==> config.mk <==
export PLATFORM = sky130hd
export DESIGN_NAME = ppm_port_pin_function_mux
export DESIGN_NICKNAME = d
export VERILOG_FILES = /design/src/verilog/ppm_pkg.sv /design/src/verilog/ppm_port_pin_function_mux.sv
export VERILOG_INCLUDE_DIRS = /design/src /design/src/verilog
export SDC_FILE = /design/constraint.sdc
export NUM_CORES = 1
export LEC_CHECK = 0
export ABC_AREA = 1
export BUFFER_PORTS_ARGS = -buffer_cell sky130_fd_sc_hd__buf_2
export CAP_MARGIN = 25
export CORE_ASPECT_RATIO = 1.4
export CORE_MARGIN = 4
export CORE_UTILIZATION = 44
export CTS_BUF_LIST = sky130_fd_sc_hd__clkbuf_8
export CTS_CLUSTER_DIAMETER = 80
export DETAILED_ROUTE_END_ITERATION = 12
export PLACE_DENSITY = 0.81
export SETUP_SLACK_MARGIN = 0.5
export SLEW_MARGIN = 20
export SYNTH_ARGS = -nofsm -noshare
export SYNTH_HDL_FRONTEND = slang
export SYNTH_SLANG_ARGS = --single-unit
==> constraint.sdc <==
create_clock -name clk_sys -period 3.8 [get_ports clk_sys]
set_input_delay 0.38 -clock clk_sys [delete_from_list [all_inputs] [get_ports clk_sys]]
set_output_delay 0.38 -clock clk_sys [all_outputs]
set_load 0.02 [all_outputs]
==> src/verilog/ppm_cfg.svh <==
// What this block does
// strap low permits software power saving
// strap high blocks power saving requests
// strap low at reset: watchdog stopped
// strap high at reset: watchdog autostarts
// reset pin low one machine cycle
// latch one gives weak pull-up input
// strobe port alternates need latch one
// capture inputs need latch; compare overrides
// input port feeds digital and analog
// compare channels zero-seven onto pins
// strobe port bit assignment fixed
// write strobe pulses, read strobe enables
// capture port bit assignment fixed
// programmer drives low address on port
// active-low reset request output
// strap and reset sampled synchronously
`ifndef PPM_CFG_SVH
`define PPM_CFG_SVH
`define PPM_MACHINE_CYCLE_NS   96
`define PPM_CLK_PERIOD_NS      8
`define PPM_RST_CYCLES         ((`PPM_MACHINE_CYCLE_NS + `PPM_CLK_PERIOD_NS - 1) / `PPM_CLK_PERIOD_NS)
`define PPM_BIT_RXD            0
`define PPM_BIT_TXD            1
`define PPM_BIT_WR             6
`define PPM_BIT_RD             7
`define PPM_BIT_SYSTEM_CLOCK_PIN         6
`define PPM_LATCH_RESET        8'hFF
`endif

==> src/verilog/ppm_pkg.sv <==
package ppm_pkg;
    typedef struct packed {
        logic [7:0] o;
        logic [7:0] oe;
        logic [7:0] pu;
    } ppm_pins_t;
    typedef enum logic [0:0] {
        PPM_RUN   = 1'b0,
        PPM_RESET = 1'b1
    } ppm_rst_state_t;
endpackage

==> src/verilog/ppm_port_pin_function_mux.sv <==
`timescale 1ns/1ps
`default_nettype none
`include "ppm_cfg.svh"
module ppm_port_pin_function_mux #(
    parameter int RST_CYCLES = `PPM_RST_CYCLES
) (
    // clock and reset
    input  wire logic             clk_sys,
    input  wire logic             sys_rst,
    // pins in
    input  wire logic             reset_pin_n,
    input  wire logic             powersave_permit_watchdog_strap,
    input  wire logic [7:0]       p1_in,
    input  wire logic [7:0]       p3_in,
    input  wire logic [7:0]       p4_in,
    input  wire logic [7:0]       p7_in,
    // core side
    input  wire logic [7:0]       p1_latch,
    input  wire logic [7:0]       p3_latch,
    input  wire logic [7:0]       p4_latch,
    input  wire logic [7:0]       compare_out,
    input  wire logic [4:0]       cc_compare_out,
    input  wire logic [4:0]       cc_compare_en,
    input  wire logic             compare_sel,
    input  wire logic             system_clock_en,
    input  wire logic             serial_tx_value,
    input  wire logic             serial_sync_rx_drive,
    input  wire logic             serial_sync_rx_value,
    input  wire logic             ext_wr_strobe,
    input  wire logic             ext_rd_strobe,
    input  wire logic             sw_powersave_req,
    input  wire logic             wdt_reset_req,
    input  wire logic             osc_wdt_reset_req,
    // pins out
    output ppm_pkg::ppm_pins_t    p1_pins,
    output ppm_pkg::ppm_pins_t    p3_pins,
    output ppm_pkg::ppm_pins_t    p4_pins,
    output logic                  reset_request_out_n,
    // core results
    output logic                  powersave_grant,
    output logic                  watchdog_autostart,
    output logic                  core_reset,
    output logic [7:0]            p7_digital,
    output logic [7:0]            analog_channel_sel_valid,
    output logic                  serial_rx_pin_zero,
    output logic                  ext_irq_gate_zero,
    output logic                  ext_irq_gate_one,
    output logic                  counter_zero_input,
    output logic                  counter_one_input,
    output logic [4:0]            capture_in,
    output logic                  ext_irq_two,
    output logic [3:0]            ext_irq_three_six,
    output logic                  timer_two_reload_trigger,
    output logic                  counter_two_input
);
    //////////////////////////////////////////////////////////////////////
    // synchronisers for reset pin and strap
    logic [1:0] rpin_sync;
    logic [1:0] strap_sync;
    logic [1:0] next_rpin_sync;
    logic [1:0] next_strap_sync;

    // sync stage
    always_comb begin
        next_rpin_sync  = {rpin_sync[0], reset_pin_n};
        next_strap_sync = {strap_sync[0], powersave_permit_watchdog_strap};
    end

    always_ff @(posedge clk_sys or posedge sys_rst) begin
        if (sys_rst) begin
            // pin counts as low until seen high, so the strap is sampled first
            rpin_sync  <= 2'h0;
            strap_sync <= 2'h3;
        end else begin
            rpin_sync  <= next_rpin_sync;
            strap_sync <= next_strap_sync;
        end
    end

    //////////////////////////////////////////////////////////////////////
    // reset filter and strap capture
    localparam int CW = $clog2(RST_CYCLES + 1);
    ppm_pkg::ppm_rst_state_t rst_state;
    ppm_pkg::ppm_rst_state_t next_rst_state;
    logic [CW-1:0]           low_cnt;
    logic [CW-1:0]           next_low_cnt;
    logic                    next_core_reset;
    logic                    next_autostart;
    logic                    next_ro_n;
    logic                    next_grant;

    always_comb begin
        next_low_cnt   = low_cnt;
        next_rst_state = rst_state;
        next_autostart = watchdog_autostart;
        // low one machine cycle, RST_CYCLES clocks in a row
        if (rpin_sync[1]) begin
            next_low_cnt = '0;
        end else if (low_cnt != CW'(RST_CYCLES)) begin
            next_low_cnt = low_cnt + CW'(1);
        end
        unique case (rst_state)
            ppm_pkg::PPM_RUN: begin
                if (!rpin_sync[1] && low_cnt == CW'(RST_CYCLES - 1)) begin
                    next_rst_state = ppm_pkg::PPM_RESET;
                end
            end
            ppm_pkg::PPM_RESET: begin
                if (rpin_sync[1]) begin
                    next_rst_state = ppm_pkg::PPM_RUN;
                    // strap latched at release
                    next_autostart = strap_sync[1];
                end
            end
        endcase
        next_core_reset = (next_rst_state == ppm_pkg::PPM_RESET) || wdt_reset_req
                          || osc_wdt_reset_req;
        // active-low request
        next_ro_n = !next_core_reset;
        // strap gates power saving
        next_grant = sw_powersave_req && !strap_sync[1] && !core_reset;
    end

    always_ff @(posedge clk_sys or posedge sys_rst) begin
        if (sys_rst) begin
            rst_state           <= ppm_pkg::PPM_RESET;
            low_cnt             <= '0;
            watchdog_autostart  <= 1'b0;
            core_reset          <= 1'b1;
            reset_request_out_n <= 1'b0;
            powersave_grant     <= 1'b0;
        end else begin
            rst_state           <= next_rst_state;
            low_cnt             <= next_low_cnt;
            watchdog_autostart  <= next_autostart;
            core_reset          <= next_core_reset;
            reset_request_out_n <= next_ro_n;
            powersave_grant     <= next_grant;
        end
    end

    //////////////////////////////////////////////////////////////////////
    // pin function mux
    ppm_pkg::ppm_pins_t next_p1;
    ppm_pkg::ppm_pins_t next_p3;
    ppm_pkg::ppm_pins_t next_p4;
    logic [7:0]         next_p7;
    logic [7:0]         p1_en;
    logic [7:0]         p3_en;
    logic [16:0]        next_alt;
    logic [16:0]        alt;

    // quasi-bidirectional pin: strong low for zero, weak pull-up for one
    function automatic ppm_pkg::ppm_pins_t quasi(input logic [7:0] val);
        ppm_pkg::ppm_pins_t r;
        r.o  = 8'h00;
        r.oe = ~val;
        r.pu = val;
        return r;
    endfunction

    always_comb begin
        // weak pull-up
        next_p4 = quasi(p4_latch);
        // compare channel order
        if (compare_sel) begin
            next_p4.o  = compare_out;
            next_p4.oe = 8'hFF;
            next_p4.pu = 8'h00;
        end
        next_p3 = quasi(p3_latch);
        // strobe port map
        if (p3_latch[`PPM_BIT_TXD] && !serial_tx_value) begin
            next_p3.oe[`PPM_BIT_TXD] = 1'b1;
        end
        if (p3_latch[`PPM_BIT_RXD] && serial_sync_rx_drive && !serial_sync_rx_value) begin
            next_p3.oe[`PPM_BIT_RXD] = 1'b1;
        end
        if (p3_latch[`PPM_BIT_WR] && ext_wr_strobe) begin
            next_p3.oe[`PPM_BIT_WR] = 1'b1;
        end
        if (p3_latch[`PPM_BIT_RD] && ext_rd_strobe) begin
            next_p3.oe[`PPM_BIT_RD] = 1'b1;
        end
        next_p1 = quasi(p1_latch);
        // compare overrides latch
        for (int i = 0; i < 5; i++) begin
            if (cc_compare_en[i]) begin
                next_p1.o[i]  = cc_compare_out[i];
                next_p1.oe[i] = 1'b1;
                next_p1.pu[i] = 1'b0;
            end
        end
        // clock output pin carries rpin_sync[1], the synchronised reset pin level
        if (p1_latch[`PPM_BIT_SYSTEM_CLOCK_PIN] && system_clock_en) begin
            next_p1.o[`PPM_BIT_SYSTEM_CLOCK_PIN]  = rpin_sync[1];
            next_p1.oe[`PPM_BIT_SYSTEM_CLOCK_PIN] = 1'b1;
        end
        // alternate inputs gated by latch
        p3_en = p3_in & p3_latch;
        p1_en = p1_in & p1_latch;
        // programmer address appears on p1_in unchanged
        next_alt = {p3_en[0], ~p3_en[2] & p3_latch[2], ~p3_en[3] & p3_latch[3],
                    p3_en[4], p3_en[5], p1_en[4:0], ~p1_en[4] & p1_latch[4],
                    ~p1_en[3:0] & p1_latch[3:0], p1_en[5], p1_en[7]};
        // digital and analog
        next_p7 = p7_in;
    end

    always_ff @(posedge clk_sys or posedge sys_rst) begin
        if (sys_rst) begin
            p1_pins    <= '{o: 8'h00, oe: 8'h00, pu: `PPM_LATCH_RESET};
            p3_pins    <= '{o: 8'h00, oe: 8'h00, pu: `PPM_LATCH_RESET};
            p4_pins    <= '{o: 8'h00, oe: 8'h00, pu: `PPM_LATCH_RESET};
            p7_digital <= 8'h00;
            alt        <= '0;
        end else begin
            p1_pins    <= next_p1;
            p3_pins    <= next_p3;
            p4_pins    <= next_p4;
            p7_digital <= next_p7;
            alt        <= next_alt;
        end
    end

    assign analog_channel_sel_valid = p7_digital;
    assign serial_rx_pin_zero       = alt[16];
    assign ext_irq_gate_zero        = alt[15];
    assign ext_irq_gate_one         = alt[14];
    assign counter_zero_input       = alt[13];
    assign counter_one_input        = alt[12];
    assign capture_in               = alt[11:7];
    assign ext_irq_two              = alt[6];
    assign ext_irq_three_six        = alt[5:2];
    assign timer_two_reload_trigger = alt[1];
    assign counter_two_input        = alt[0];

    //////////////////////////////////////////////////////////////////////
    // checks
    // blocked while strap high
    property p_block;
        @(posedge clk_sys) disable iff (sys_rst) strap_sync[1] |=> !powersave_grant;
    endproperty
    a_block: assert property (p_block) else $error("power save granted with strap high");
    property p_permit;
        @(posedge clk_sys) disable iff (sys_rst)
            (sw_powersave_req && !strap_sync[1] && !core_reset) |=> powersave_grant;
    endproperty
    a_permit: assert property (p_permit) else $error("power save not granted");
    property p_ro;
        @(posedge clk_sys) disable iff (sys_rst)
            (wdt_reset_req || osc_wdt_reset_req) |=> !reset_request_out_n && core_reset;
    endproperty
    a_ro: assert property (p_ro) else $error("reset out mismatch");
    property p_wdt;
        @(posedge clk_sys) disable iff (sys_rst)
            (rst_state == ppm_pkg::PPM_RESET && rpin_sync[1])
            |=> watchdog_autostart == $past(strap_sync[1]);
    endproperty
    a_wdt: assert property (p_wdt) else $error("watchdog default wrong");
    property p_rst;
        @(posedge clk_sys) disable iff (sys_rst)
            (!rpin_sync[1])[*8] ##1 !rpin_sync[1] ##1 !rpin_sync[1] ##1 !rpin_sync[1]
            ##1 !rpin_sync[1] |=> core_reset;
    endproperty
    a_rst: assert property (p_rst) else $error("reset not taken");
    property p_cmp;
        @(posedge clk_sys) disable iff (sys_rst) compare_sel |=> p4_pins.o == $past(compare_out);
    endproperty
    a_cmp: assert property (p_cmp) else $error("compare order wrong");
    property p_cc;
        @(posedge clk_sys) disable iff (sys_rst) cc_compare_en[0] |=> p1_pins.oe[0];
    endproperty
    a_cc: assert property (p_cc) else $error("compare not driven");
    property p_gate;
        @(posedge clk_sys) disable iff (sys_rst) !p3_latch[4] |=> !counter_zero_input;
    endproperty
    a_gate: assert property (p_gate) else $error("alternate input without latch");
    property p_pu;
        @(posedge clk_sys) disable iff (sys_rst)
            (!compare_sel && p4_latch[0]) |=> p4_pins.pu[0] && !p4_pins.oe[0];
    endproperty
    a_pu: assert property (p_pu) else $error("pull-up missing");
    property p_wr;
        @(posedge clk_sys) disable iff (sys_rst) ext_wr_strobe |=> p3_pins.oe[6] && !p3_pins.o[6];
    endproperty
    a_wr: assert property (p_wr) else $error("write strobe not driven");
    property p_rd;
        @(posedge clk_sys) disable iff (sys_rst) ext_rd_strobe |=> p3_pins.oe[7] && !p3_pins.o[7];
    endproperty
    a_rd: assert property (p_rd) else $error("read strobe not driven");
    property p_clk;
        @(posedge clk_sys) disable iff (sys_rst) (p1_latch[6] && system_clock_en) |=> p1_pins.oe[6];
    endproperty
    a_clk: assert property (p_clk) else $error("clock output not driven");
    property p_p7;
        @(posedge clk_sys) disable iff (sys_rst) 1'b1 |=> p7_digital == $past(p7_in);
    endproperty
    a_p7: assert property (p_p7) else $error("input port level lost");
    property p_irq;
        @(posedge clk_sys) disable iff (sys_rst) (p1_latch[4] && !p1_in[4]) |=> ext_irq_two;
    endproperty
    a_irq: assert property (p_irq) else $error("interrupt two missed");
endmodule
`default_nettype wire

==> metrics <==
Max FO, Critical Path=2; number of routed nets with antenna violations=0; Critical-path top delay cell=dfstp_2; Leak Pwr=0.00256 µW; worst clock skew=12.2 ps; placed insts=519; final setup fails=0; post-synthesis cell area=3260 µm²; I/O Buffers=174; area growth from synthesis to layout=34.0%; CORE AREA=7070 µm²; DR vias/cell=4.24; sequential area share after synthesis=77.9%; WS Path Type=reg -> out; post-detail-place hpwl=5.40 mm; RD Place Congestion=0.701; initial antenna violation count=0; Final Hold Viols=0; overall routed net length=6.70 mm; die width=80.7 µm; pwr/cell area=480 nW/µm²; Slew Limit Fails=0; Crit path required time=3420 ps; Vert. Die Dim=110 µm; WP buf/inv=1; H-tree levels=3; CTS Buf Count=9; Worst-Skew Late Latency=350 ps; crit start category=flip-flop; period utilization=37.3%; CTS tree=done; GR Overflow Total=0; Crit. End Element=primary output; IO Count=197; # diodes=0; status=finished, final reports clean; Syn Area/Cell=12.6 µm²; actual slew at the worst max-slew pin=864 ps; RSZ-0062 raised after global routing=no; vias in the first global route=2262; Max rail drop VDD=0.270 mV; final net count=525; 1st-iter DRT viols=75; first-pass GRT wire length=9.95 mm; max_slew headroom=42.4%; final cell count without fillers=534; hold buffers post-CTS=0; Synth top area share=55.3%; CP Cell Sequence=buf_2; Gate Count Post-Synth=259; CP arrival=1040 ps; layout cells sized above 1=50.3%; row cnt=36; flops & latches, synth=100; final setup TNS=0 ps; Tmin final=1420 ps; pin count of the biggest net entering global routing=79; Max Fclk=0.705 GHz; Root Buffer=clkbuf_8; CTS resizes=0; setup bufs post-CTS=0; residual DRC count=0; Worst Hold Class=in -> reg; synth warn=0; die footprint=8860 µm²; Starting Density=46.1%; post-synth cell types=17; via count=2262; top cell type by total area after synthesis=dfrtp_1; First-pass DRT Iterations=4; Synth area leaders=dfrtp_1, dfstp_2, inv_1; CTS max path bufs=2; Clock Sinks=100; crit-path max cell delay=540 ps; CTS clk-pin slew, worst paths=90 ps; Crit path max-delay family=flip-flops; Max-Cap Viols=0; WL/cell=12.5 µm; Total GRT Usage=15.2%
[logic make-up after synthesis]
logic type / after synthesis / synth area share (%)
other: 1 / 0.115
AO/OA/AOI/OAI: 5 / 0.884
flip-flops: 100 / 77.9
AND/OR/NAND/NOR: 73 / 9.03
buffers and inverters: 78 / 11.3
adder cells (fa/ha/maj): 2 / 0.768
[where the power goes]
group	leakage [µW]	switching, µW	internal, µW	total, µW
sequential	0.00116	17.1	1130	1140
clock	0.000118	310	399	709
combinational	0.00128	161	78.4	239
total	0.00256	488	1600	2090
[stage by stage]
stage / utilization (%) / total power, µW / hold slack [ps] / area [µm²] / setup WS [ps]
after floorplan: - / 1310 / 331 / 3290 / 848
after global placement: 58.6 / 1400 / 333 / 4140 / 2290
after detailed placement: 58.6 / 1410 / 346 / 4140 / 2250
after CTS: 61.7 / 2130 / 108 / 4360 / 2350
after global routing: 61.7 / 2200 / 103 / 4360 / 2330
final: 61.7 / 2090 / 131 / 4360 / 2380
[synth_stat cells (all sizes together)]
cell type,n
a21oi,1
buf,19
conb,1
dfrtp,72
dfstp,28
ha,2
inv,59
nand2,48
nand3,6
nand4,2
nor2,16
o21ai,4
or2,1
[layout by cell type (no fill, tap or decap), drive strengths merged]
cell type,Yosys,final
buf,19,175
nand3,6,6
a21oi,1,1
dfstp,28,28
or2,1,1
nand2,48,48
bufinv,0,2
nor2,16,16
nand4,2,2
inv,59,61
clkbuf,0,11
conb,1,10
o21ai,4,4
ha,2,2
dfrtp,72,72
[worst register-to-register path, cell delays in order (launching register included)]
cell and delay (ps):
dfrtp_1 420, ha_1 240, or2_2 290, nand3_1 70, nand2_1 60
[flip-flops by register name (all words and copies together) (netlist names)]
name                      flops
rst_state                     1
powersave_grant               1
rpin_sync                     2
analog_channel_sel_valid      8
alt                          17
p3_pins                      16
p1_pins                      22
watchdog_autostart            1
core_reset                    1
low_cnt                       4
strap_sync                    2
reset_request_out_n           1
p4_pins                      24
[cell type report]
cell class | instances | area (µm²)
timing repair buffer | 175 | 878
clock inverter | 4 | 67.6
clock buffer | 11 | 151
inverter | 59 | 224
multi-input combinational | 90 | 385
fill | 563 | 2710
tap | 95 | 119
sequential | 100 | 2540
[per-layer routing]
layer  wire length, µm  part of all wire [%]  GRT usage [%]  vias up
met2              3650                    54           27.8      134
met4               131                   2.0           9.90        0
met5                 0                     0              0        -
li1                  -                     -              -     1065
met3               799                    12           4.92       14
met1              2120                    32           14.3     1049
[path summary, 6_finish.rpt]
check	start	endpoint	slack, ps	depth (start not counted)
max	core_reset	core_reset	2380	1
min	p7_in[5]	analog_channel_sel_valid[5]	130	1
min reg2reg	strap_sync[0]	strap_sync[1]	360	0
max in group asynchronous	sys_rst	p4_pins[5]	2690	3
max reg2reg	low_cnt[0]	low_cnt[2]	2610	4
min in group asynchronous	sys_rst	low_cnt[3]	230	2
(Power assumes the default switching activity.)
